<file path="src/pkg/dtc_cfg.svh">
/*
  Offsets, field positions, reset values and divider counts of the dual timer block.
  Assumes it is included by bare name before any use of its macros.
*/
`ifndef DTC_CFG_SVH
`define DTC_CFG_SVH

// Register addresses in the special function register space.
`define DTC_ADDR_TIMER_CONTROL 8'h88
`define DTC_ADDR_TIMER_MODE_CONTROL 8'h89
`define DTC_ADDR_TL0 8'h8A
`define DTC_ADDR_TL1 8'h8B
`define DTC_ADDR_TH0 8'h8C
`define DTC_ADDR_TH1 8'h8D
`define DTC_ADDR_CKCON 8'h8E
// Bit-address row of the timer control register (bit addresses 88h to 8Fh).
`define DTC_BIT_ROW 5'h11

// Timer control field positions.
`define DTC_TF1 3'h7
`define DTC_TR1 3'h6
`define DTC_TF0 3'h5
`define DTC_TR0 3'h4
`define DTC_IE1 3'h3
`define DTC_IT1 3'h2
`define DTC_IE0 3'h1
`define DTC_IT0 3'h0
// Clock control prescale select positions.
`define DTC_CK_T1M 3'h4
`define DTC_CK_T0M 3'h3

// Reset values and the value of unimplemented locations.
`define DTC_RST_BYTE 8'h00
`define DTC_RST_PIN 1'h1
`define DTC_UNMAPPED 8'hFF

// Internal count clock dividers of the system clock.
`define DTC_DIV_FAST 4
`define DTC_DIV_SLOW 12

`endif

</file>
<file path="src/pkg/dtc_pkg.sv">
/*
  Types shared by the dual timer block: mode codes, mode fields, count results, bus request.
  Assumes the register access comes from the core as one request word per cycle.
*/
package dtc_pkg;

  // Mode select codes of one timer.
  typedef enum logic [1:0] {
    DTC_MODE_13BIT = 2'b00,
    DTC_MODE_16BIT = 2'b01,
    DTC_MODE_RELOAD = 2'b10,
    DTC_MODE_SPLIT = 2'b11
  } dtc_mode_type;

  // One nibble of the timer mode control register.
  typedef struct packed {
    logic gate;
    logic count_sel;
    dtc_mode_type mode;
  } dtc_timer_mode_control_field_type;

  // Result of one counting step.
  typedef struct packed {
    logic [7:0] high;
    logic [7:0] low;
    logic ovf;
  } dtc_count_type;

  // Register request from the core: byte read, byte write and single bit write.
  typedef struct packed {
    logic rd;
    logic wr;
    logic [7:0] addr;
    logic [7:0] wdata;
    logic bit_wr;
    logic [7:0] bit_addr;
    logic bit_val;
  } dtc_sfr_req_type;

endpackage

</file>
<file path="src/logic/dtc_timers.sv">
/*
  Two timer/counters with their control, mode and clock select registers and the two
  external interrupt flags. Assumes pins and the request word are synchronous to clk,
  and that the interrupt controller pulses a vector acknowledge for each source.
*/
`timescale 1ns/1ps
`include "dtc_cfg.svh"

module dtc_timers #(
  parameter int DIV_FAST = `DTC_DIV_FAST,
  parameter int DIV_SLOW = `DTC_DIV_SLOW
) (
  // Clock, reset and freeze.
  input wire logic clk,
  input wire logic reset,
  input wire logic clk_en,
  // Power management level from the power control logic.
  input wire logic power_down_request,
  // Register access from the core.
  input wire dtc_pkg::dtc_sfr_req_type sfr_req,
  output logic [7:0] sfr_rdata,
  // Vector acknowledges from the interrupt controller.
  input wire logic timer0_vector_ack,
  input wire logic timer1_vector_ack,
  input wire logic ext_irq0_vector_ack,
  input wire logic ext_irq1_vector_ack,
  // Pins.
  input wire logic ext_irq0_pin,
  input wire logic ext_irq1_pin,
  input wire logic timer0_count_pin,
  input wire logic timer1_count_pin,
  // Flags towards the interrupt controller.
  output logic timer0_overflow_flag,
  output logic timer1_overflow_flag,
  output logic ext_irq0_flag,
  output logic ext_irq1_flag
);

  ////////////////////////////////////////////////////////////////////////////////
  // Parameter checks.

  // The slow divider must be a whole multiple of the fast one and fit four bits.
  if (DIV_FAST < 1 || DIV_SLOW > 16 || DIV_SLOW < DIV_FAST || (DIV_SLOW % DIV_FAST) != 0)
  begin : g_bad_div
    $error("dtc_timers: divider parameters cannot be served");
  end

  ////////////////////////////////////////////////////////////////////////////////
  // Functions.

  // True when the request is a byte write to the given address.
  function automatic logic wr_hit(input dtc_pkg::dtc_sfr_req_type req, input logic [7:0] a);
    wr_hit = req.wr && (req.addr == a);
  endfunction

  // True when the address is one of this block's registers.
  function automatic logic is_mapped(input logic [7:0] a);
    is_mapped = (a[7:3] == `DTC_BIT_ROW) && (a[2:0] != 3'h7);
  endfunction

  // One counting step of a timer in the given mode; holds when inc is low.
  function automatic dtc_pkg::dtc_count_type dtc_step(input logic inc,
                                                      input dtc_pkg::dtc_mode_type mode,
                                                      input logic [7:0] lo,
                                                      input logic [7:0] hi);
    dtc_pkg::dtc_count_type res;
    logic [5:0] lo5;
    logic [8:0] lo_sum;
    logic [8:0] hi_sum;
    res.low = lo;
    res.high = hi;
    res.ovf = 1'h0;
    lo5 = {1'h0, lo[4:0]} + 6'h01;
    lo_sum = {1'h0, lo} + 9'h001;
    hi_sum = {1'h0, hi} + 9'h001;
    if (inc)
    begin
      unique case (mode)
        dtc_pkg::DTC_MODE_13BIT:
        begin
          res.low = {lo[7:5], lo5[4:0]};
          if (lo5[5])
          begin
            res.high = hi_sum[7:0];
            res.ovf = hi_sum[8];
          end
        end
        dtc_pkg::DTC_MODE_16BIT:
        begin
          res.low = lo_sum[7:0];
          if (lo_sum[8])
          begin
            res.high = hi_sum[7:0];
            res.ovf = hi_sum[8];
          end
        end
        dtc_pkg::DTC_MODE_RELOAD:
        begin
          // Reload from the high byte on rollover.
          res.low = lo_sum[8] ? hi : lo_sum[7:0];
          res.ovf = lo_sum[8];
        end
        dtc_pkg::DTC_MODE_SPLIT:
        begin
          res.low = lo_sum[7:0];
          res.ovf = lo_sum[8];
        end
      endcase
    end
    dtc_step = res;
  endfunction

  ////////////////////////////////////////////////////////////////////////////////
  // Declarations.

  logic active;
  logic [3:0] slow_reg, slow_next, fast_reg, fast_next;
  logic slow_tick, fast_tick;
  logic t0_prev_reg, t1_prev_reg, irq0_prev_reg, irq1_prev_reg;
  logic [7:0] timer_control_reg, timer_control_next, timer_control_sw;
  logic [7:0] timer_mode_control_reg, timer_mode_control_next;
  logic t0m_reg, t0m_next, t1m_reg, t1m_next;
  logic [7:0] tl0_reg, tl0_next, th0_reg, th0_next;
  logic [7:0] tl1_reg, tl1_next, th1_reg, th1_next;
  logic [7:0] sfr_rdata_reg, sfr_rdata_next;
  dtc_pkg::dtc_timer_mode_control_field_type t0f, t1f;
  dtc_pkg::dtc_count_type cnt0, cnt1;
  logic presc0, presc1, tick0, tick1, run_en0, run_en1, inc0, inc1;
  logic split0, th0_inc, ovf0, ovf1, edge0, edge1;
  logic [8:0] th0_sum;

  // Counting goes on in idle; only power down and the clock enable freeze it.
  assign active = clk_en & ~power_down_request;

  ////////////////////////////////////////////////////////////////////////////////
  // Prescaler and pin history.

  // Two aligned dividers give the fast and slow internal count ticks.
  always_comb
  begin
    slow_tick = (slow_reg == 4'(DIV_SLOW - 1));
    fast_tick = (fast_reg == 4'(DIV_FAST - 1));
    slow_next = slow_tick ? 4'h0 : slow_reg + 4'h1;
    fast_next = fast_tick ? 4'h0 : fast_reg + 4'h1;
  end

  // Registers the dividers and the previous pin levels for edge detection.
  always_ff @(posedge clk)
  begin
    if (reset)
    begin
      slow_reg <= 4'h0;
      fast_reg <= 4'h0;
      t0_prev_reg <= `DTC_RST_PIN;
      t1_prev_reg <= `DTC_RST_PIN;
      irq0_prev_reg <= `DTC_RST_PIN;
      irq1_prev_reg <= `DTC_RST_PIN;
    end
    else if (active)
    begin
      slow_reg <= slow_next;
      fast_reg <= fast_next;
      t0_prev_reg <= timer0_count_pin;
      t1_prev_reg <= timer1_count_pin;
      irq0_prev_reg <= ext_irq0_pin;
      irq1_prev_reg <= ext_irq1_pin;
    end
  end

  ////////////////////////////////////////////////////////////////////////////////
  // Control registers and counts.

  // Computes register writes, counting, overflow and external interrupt flags.
  always_comb
  begin
    t0f = dtc_pkg::dtc_timer_mode_control_field_type'(timer_mode_control_reg[3:0]);
    t1f = dtc_pkg::dtc_timer_mode_control_field_type'(timer_mode_control_reg[7:4]);
    // Byte write, then single bit write into the control register.
    timer_control_sw = timer_control_reg;
    if (wr_hit(sfr_req, `DTC_ADDR_TIMER_CONTROL))
      timer_control_sw = sfr_req.wdata;
    if (sfr_req.bit_wr && sfr_req.bit_addr[7:3] == `DTC_BIT_ROW)
      timer_control_sw[sfr_req.bit_addr[2:0]] = sfr_req.bit_val;
    // Count sources.
    presc0 = t0m_reg ? fast_tick : slow_tick;
    presc1 = t1m_reg ? fast_tick : slow_tick;
    tick0 = t0f.count_sel ? (t0_prev_reg & ~timer0_count_pin) : presc0;
    tick1 = t1f.count_sel ? (t1_prev_reg & ~timer1_count_pin) : presc1;
    // Run and gate control.
    run_en0 = timer_control_reg[`DTC_TR0] & (~t0f.gate | ext_irq0_pin);
    run_en1 = timer_control_reg[`DTC_TR1] & (~t1f.gate | ext_irq1_pin);
    inc0 = run_en0 & tick0;
    inc1 = run_en1 & tick1 & (t1f.mode != dtc_pkg::DTC_MODE_SPLIT);
    cnt0 = dtc_step(inc0, t0f.mode, tl0_reg, th0_reg);
    cnt1 = dtc_step(inc1, t1f.mode, tl1_reg, th1_reg);
    // In split mode the timer 0 high byte runs on timer 1's run bit and clock.
    split0 = (t0f.mode == dtc_pkg::DTC_MODE_SPLIT);
    th0_inc = split0 & timer_control_reg[`DTC_TR1] & presc1;
    th0_sum = {1'h0, th0_reg} + 9'h001;
    tl0_next = cnt0.low;
    th0_next = split0 ? (th0_inc ? th0_sum[7:0] : th0_reg) : cnt0.high;
    tl1_next = cnt1.low;
    th1_next = cnt1.high;
    ovf0 = cnt0.ovf;
    ovf1 = split0 ? (th0_inc & th0_sum[8]) : cnt1.ovf;
    // Software writes to count bytes take precedence over counting.
    if (wr_hit(sfr_req, `DTC_ADDR_TL0))
      tl0_next = sfr_req.wdata;
    if (wr_hit(sfr_req, `DTC_ADDR_TH0))
      th0_next = sfr_req.wdata;
    if (wr_hit(sfr_req, `DTC_ADDR_TL1))
      tl1_next = sfr_req.wdata;
    if (wr_hit(sfr_req, `DTC_ADDR_TH1))
      th1_next = sfr_req.wdata;
    // Overflow flags: hardware set wins over a clear in the same cycle.
    timer_control_next = timer_control_sw;
    timer_control_next[`DTC_TF0] = (timer_control_sw[`DTC_TF0] & ~timer0_vector_ack) | ovf0;
    timer_control_next[`DTC_TF1] = (timer_control_sw[`DTC_TF1] & ~timer1_vector_ack) | ovf1;
    // External flags: edge mode latches falling edges, level mode follows the pin.
    edge0 = irq0_prev_reg & ~ext_irq0_pin;
    edge1 = irq1_prev_reg & ~ext_irq1_pin;
    timer_control_next[`DTC_IE0] = timer_control_reg[`DTC_IT0] ?
      ((timer_control_sw[`DTC_IE0] & ~ext_irq0_vector_ack) | edge0) : ~ext_irq0_pin;
    timer_control_next[`DTC_IE1] = timer_control_reg[`DTC_IT1] ?
      ((timer_control_sw[`DTC_IE1] & ~ext_irq1_vector_ack) | edge1) : ~ext_irq1_pin;
    // Mode and clock select registers.
    timer_mode_control_next = wr_hit(sfr_req, `DTC_ADDR_TIMER_MODE_CONTROL) ? sfr_req.wdata : timer_mode_control_reg;
    t0m_next = wr_hit(sfr_req, `DTC_ADDR_CKCON) ? sfr_req.wdata[`DTC_CK_T0M] : t0m_reg;
    t1m_next = wr_hit(sfr_req, `DTC_ADDR_CKCON) ? sfr_req.wdata[`DTC_CK_T1M] : t1m_reg;
  end

  // Registers control state and counts; frozen while inactive.
  always_ff @(posedge clk)
  begin
    if (reset)
    begin
      timer_control_reg <= `DTC_RST_BYTE;
      timer_mode_control_reg <= `DTC_RST_BYTE;
      t0m_reg <= 1'h0;
      t1m_reg <= 1'h0;
      tl0_reg <= `DTC_RST_BYTE;
      th0_reg <= `DTC_RST_BYTE;
      tl1_reg <= `DTC_RST_BYTE;
      th1_reg <= `DTC_RST_BYTE;
    end
    else if (active)
    begin
      timer_control_reg <= timer_control_next;
      timer_mode_control_reg <= timer_mode_control_next;
      t0m_reg <= t0m_next;
      t1m_reg <= t1m_next;
      tl0_reg <= tl0_next;
      th0_reg <= th0_next;
      tl1_reg <= tl1_next;
      th1_reg <= th1_next;
    end
  end

  ////////////////////////////////////////////////////////////////////////////////
  // Read data.

  // Selects the addressed register; unused bits and locations read high.
  always_comb
  begin
    sfr_rdata_next = sfr_rdata_reg;
    if (sfr_req.rd)
    begin
      case (sfr_req.addr)
        `DTC_ADDR_TIMER_CONTROL: sfr_rdata_next = timer_control_reg;
        `DTC_ADDR_TIMER_MODE_CONTROL: sfr_rdata_next = timer_mode_control_reg;
        `DTC_ADDR_TL0: sfr_rdata_next = tl0_reg;
        `DTC_ADDR_TL1: sfr_rdata_next = tl1_reg;
        `DTC_ADDR_TH0: sfr_rdata_next = th0_reg;
        `DTC_ADDR_TH1: sfr_rdata_next = th1_reg;
        `DTC_ADDR_CKCON: sfr_rdata_next = {3'h7, t1m_reg, t0m_reg, 3'h7};
        default: sfr_rdata_next = `DTC_UNMAPPED;
      endcase
    end
  end

  // Registers the read data.
  always_ff @(posedge clk)
  begin
    if (reset)
      sfr_rdata_reg <= `DTC_UNMAPPED;
    else if (active)
      sfr_rdata_reg <= sfr_rdata_next;
  end

  // Outputs straight from flip-flops.
  assign sfr_rdata = sfr_rdata_reg;
  assign timer0_overflow_flag = timer_control_reg[`DTC_TF0];
  assign timer1_overflow_flag = timer_control_reg[`DTC_TF1];
  assign ext_irq0_flag = timer_control_reg[`DTC_IE0];
  assign ext_irq1_flag = timer_control_reg[`DTC_IE1];
endmodule // dtc_timers

</file>
<file path="config.mk">
export PLATFORM = sky130hd
export DESIGN_NAME = dtc_timers
export DESIGN_NICKNAME = d
export VERILOG_FILES = /design/src/pkg/dtc_pkg.sv /design/src/logic/dtc_timers.sv
export VERILOG_INCLUDE_DIRS = /design/src /design/src/pkg
export SDC_FILE = /design/constraint.sdc
export NUM_CORES = 1
export LEC_CHECK = 0
export BUFFER_PORTS_ARGS = -buffer_cell sky130_fd_sc_hd__buf_2
export CAP_MARGIN = 20
export CORE_UTILIZATION = 54
export DETAILED_ROUTE_END_ITERATION = 8
export PLACE_DENSITY = 0.77
export SYNTH_ARGS = -nofsm -noshare
export SYNTH_HDL_FRONTEND = slang
export SYNTH_SLANG_ARGS = --single-unit
</file>
<file path="constraint.sdc">
create_clock -name clk -period 2.21 [get_ports clk]
set_input_delay 0.663 -clock clk [delete_from_list [all_inputs] [get_ports clk]]
set_output_delay 0.663 -clock clk [all_outputs]
set_load 0.005 [all_outputs]
</file>
==> impl_metrics.csv <==
group,metric,value,unit
sta,finalSetupViolations,0,
synthesis,yosys.area.top_type_share,28.4,%
sta,timing_hold_violations_final,0,
floorplanning,floorplan.rows,34,
finish,syn2layout_area_growth,21.7,%
grt,grt_util_met1,46.2,%
placement,place_congestion,0.993,
hold_path,start_point_of_the_worst_min_delay_path,"sfr_rdata[6]$_SDFFE_PP1P_",
synthesis,synth_edf_count,0,
sta,finalCriticalPeriod,2120,ps
power,pwr-share-seq,44.6,%
synthesis,async_reset_ff_share,0,%
sta,grt_setup_unrepaired,"yes",
floorplanning,core-area,8760,um2
finish,multiInputGateArea,3330,um2
grt,met2_usage,53.3,%
grt,first_global_vias,4900,
clock_tree,cts_inserted_buffers,9,
grt,grt.overflow.total,0,
power,power.ir.vdd_worst,0.278,mV
clock_tree,tritoncts_num_sinks,70,
grt,antenna_found_initial,0,
clock_tree,cts_tree,"built",
worst_setup_path,critPathBufInv,1,
route,antenna_left,0,
floorplanning,dieWidth,97.6,um
power,switching_power,0.691,mW
synthesis,netlist_instances,620,
hold_path,hold_path_sink,"sfr_rdata[6]$_SDFFE_PP1P_",
sta,drv_slew,0,
floorplanning,die_height,97.6,um
finish,final_core_utilization,68.5,%
route,drt_first_pass_iters,5,
synthesis,post_synth.cell_area_avg,7.96,um2
finish,layout.cell_area.non_filler,6000,um2
power,power.share.combinational,9.8,%
synthesis,synth_simple_gate_area_share,28.1,%
worst_setup_path,critPathCaptureType,"flop",
finish,nets,766,
worst_setup_path,regToRegStartpoint,"slow_reg[1]$_SDFFE_PP0P_",
finish,fillers,718,
synthesis,muxShareOfSynthArea,9.23,%
synthesis,synth.net_count,670,
sta,worst_slew_pin_slew,496,ps
grt,global_route.usage.met3,7.27,%
grt,gr-max-usage-layer,"met2",
worst_setup_path,crit_required,2500,ps
sta,final.setup_skew,9.91,ps
route,routed_wirelength,16200,um
sta,setup-tns-final,0,ps
job,maxCapViolations,0,
placement,dp_slack,-207,ps
worst_setup_path,timing.reg2reg.setup_slack,90,ps
synthesis,synth_seq_cells,70,
grt,track_usage,34.3,%
synthesis,synth-main-ff-cell,"sky130_fd_sc_hd__dfxtp_1",
sta,final_critical_path_setup_slack,93.6,ps
placement,place.port_buffers,51,
finish,layout.area.seq,1410,um2
grt,first_pass_grt_wire_length,25500,um
route,via_count,5325,
floorplanning,die_area,9520,um2
route,routedWlPerCell,19.5,um
power,power.density_cell_area,480,nW/um2
worst_setup_path,path_cells,"ha_2 > nor4bb_2 > a211oi_1 > buf_4 > o21ba_2 > or4b_1 > a21oi_2 > a32o_1",
floorplanning,num_io_pins,52,
worst_setup_path,crit_arrival,2400,ps
synthesis,syn-cell-area,4930,um2
hold_path,worst_hold_path_type,"reg2reg",
worst_setup_path,path_delay_family,"simple AND/OR/NAND/NOR gates",
route,residual_drc,0,
clock_tree,clock_pin_transition_on_the_worst_setup_and_hold_timing_paths,70,ps
power,clkPwrFrac,45.7,%
sta,fin_crit_sh,95.8,%
hold_path,worstHoldPathCells,2,
worst_setup_path,slowest_stage,"sky130_fd_sc_hd__or4b_1",
finish,layout-drive-gt1-share,25.4,%
power,power.internal,2.19,mW
grt,largest_net_degree_at_the_start_of_global_routing,32,
synthesis,yosys.cell_types.count,86,
worst_setup_path,critPathMaxFanout,4,
floorplanning,start_util,56.3,%
route,detail_route.iter0.violations,464,
sta,max_freq,0.472,GHz
worst_setup_path,setup.worst_path.start_class,"flop",
clock_tree,cts_hold_repair.buffers,0,
synthesis,synth.top_cells.by_count,"70 x sky130_fd_sc_hd__dfxtp_1, 61 x sky130_fd_sc_hd__nor2_1, 59 x sky130_fd_sc_hd__nand2_1",
finish,antenna-diode-count,0,
synthesis,synth.most_common_cell,"sky130_fd_sc_hd__dfxtp_1",
power,power.leakage,2.32,nW
synthesis,synth_xor_area_share,2.66,%
worst_setup_path,worst_r2r_endpoint,"th0_reg[2]$_SDFFE_PP0P_",
synthesis,synth_top_family_by_area,"simple AND/OR/NAND/NOR gates",
synthesis,count_of_synthesis_stage_warnings_from_yosys,0,
outcome,status,"finished clean",
clock_tree,htree_num_levels,3,
clock_tree,clock_path_buffers,2,
placement,dpl-instance-area,5690,um2
synthesis,synthAdderAreaFrac,2.54,%
sta,timing.max_slew.rel_slack,66.5,%
synthesis,largest_cells_by_area_after_synthesis,"sky130_fd_sc_hd__dfxtp_1 28%, sky130_fd_sc_hd__a21oi_1 5.4%, sky130_fd_sc_hd__mux2i_1 4.7%, sky130_fd_sc_hd__nor2_1 4.6%, sky130_fd_sc_hd__nand2_1 4.5%",
synthesis,ys_seq_area_share,28.4,%
worst_setup_path,r2r_cells,8,
synthesis,netlist.top_cell.by_area,"sky130_fd_sc_hd__dfxtp_1",
synthesis,synth_compound_gate_area_share,24.3,%
clock_tree,clk_latency,350,ps
clock_tree,clk_root_buffer_cell,"sky130_fd_sc_hd__clkbuf_8",
placement,place_hpwl,12200,um
power,power_switching_share,24.0,%
worst_setup_path,timing.setup.critical_path_class,"reg2reg",
worst_setup_path,worst_path_largest_cell_delay,490,ps
route,post_drt_via_cell_ratio,6.42,
[area by class of cell]
class / instances / area share, %
Multi-Input combinational cell: 496 / 55.5
Sequential cell: 70 / 23.4
Timing Repair Buffer: 121 / 13.5
Clock buffer: 11 / 2.52
Tap cell: 108 / 2.25
Clock inverter: 5 / 1.75
Inverter: 18 / 1.13
[worst reg2reg max path, cell delays in order, from the launching register on]
cell and delay [ps]:
sky130_fd_sc_hd__dfxtp_1 360, sky130_fd_sc_hd__ha_2 210, sky130_fd_sc_hd__nor4bb_2 270, sky130_fd_sc_hd__a211oi_1 70, sky130_fd_sc_hd__buf_4 150, sky130_fd_sc_hd__o21ba_2 240
sky130_fd_sc_hd__or4b_1 490, sky130_fd_sc_hd__a21oi_2 140, sky130_fd_sc_hd__a32o_1 130
[cell usage in the layout, fill, tap and decap left out, types with 18 or more instances in the layout]
cell | synthesis | final
sky130_fd_sc_hd__nand2_1 | 59 | 59
sky130_fd_sc_hd__dfxtp_1 | 70 | 67
sky130_fd_sc_hd__buf_2 | 9 | 51
sky130_fd_sc_hd__inv_1 | 18 | 18
sky130_fd_sc_hd__nand3_1 | 25 | 25
sky130_fd_sc_hd__nor2_1 | 61 | 61
sky130_fd_sc_hd__mux2i_1 | 23 | 23
sky130_fd_sc_hd__a21oi_1 | 53 | 52
sky130_fd_sc_hd__buf_4 | 2 | 67
[power by group through the flow]
stage          Combinational, mW  Clock, mW  Sequential [mW]
2_1_floorplan              0.133          0             1.31
3_3_place_gp               0.267          0             1.31
3_5_place_dp               0.272          0             1.31
4_1_cts                    0.273       1.33             1.28
5_1_grt                    0.301       1.38             1.29
6_report                   0.281       1.32             1.28
[logic make-up (layout without fill, tap and decap cells)]
kind of cell / count (synthesis) / in the layout
flip-flops: 70 / 70
adder cells (fa/ha/maj): 10 / 10
AND/OR/NAND/NOR: 258 / 258
multiplexers: 39 / 39
XOR/XNOR: 15 / 15
buffers and inverters: 54 / 155
AO/OA/AOI/OAI: 174 / 174
[how the worst max path moves through the flow]
stage | startpoint | end | slack, ps | depth (start not counted)
finish | slow_reg[1]$_SDFFE_PP0P_ | th0_reg[2]$_SDFFE_PP0P_ | 90 | 8
global route | slow_reg[1]$_SDFFE_PP0P_ | th0_reg[2]$_SDFFE_PP0P_ | -10 | 8
CTS | slow_reg[0]$_SDFFE_PP0P_ | th0_reg[2]$_SDFFE_PP0P_ | 40 | 8
detailed placement | sfr_req[5] | timer_control_reg[3]$_SDFFE_PP0P_ | -210 | 7
global placement | timer0_count_pin | th0_reg[2]$_SDFFE_PP0P_ | -50 | 7
floorplan | sfr_req[5] | timer_control_reg[1]$_SDFFE_PP0P_ | 40 | 6
[routing by layer]
layer	vias to the layer above	share of wire (%)
met4	0	3.5
li1	2511	-
met5	-	0
met2	308	44
met3	53	10
met1	2453	42
[stage by stage]
step	hold slack [ps]	instances	power (mW)
global route	510	829	2.97
finish	472	829	2.88
floorplan	433	620	1.44
CTS	475	827	2.89
global placement	444	811	1.58
detailed placement	459	811	1.59
[what timing repair did]
action                                  4_1_cts  5_1_grt
pin swaps                                     0        1
endpoints found under the hold margin         0        0
resized for setup                             1       11
endpoints found under the setup margin        1       17
setup buffers                                 0        2
Note: power is estimated with default switching activity, not from simulation.
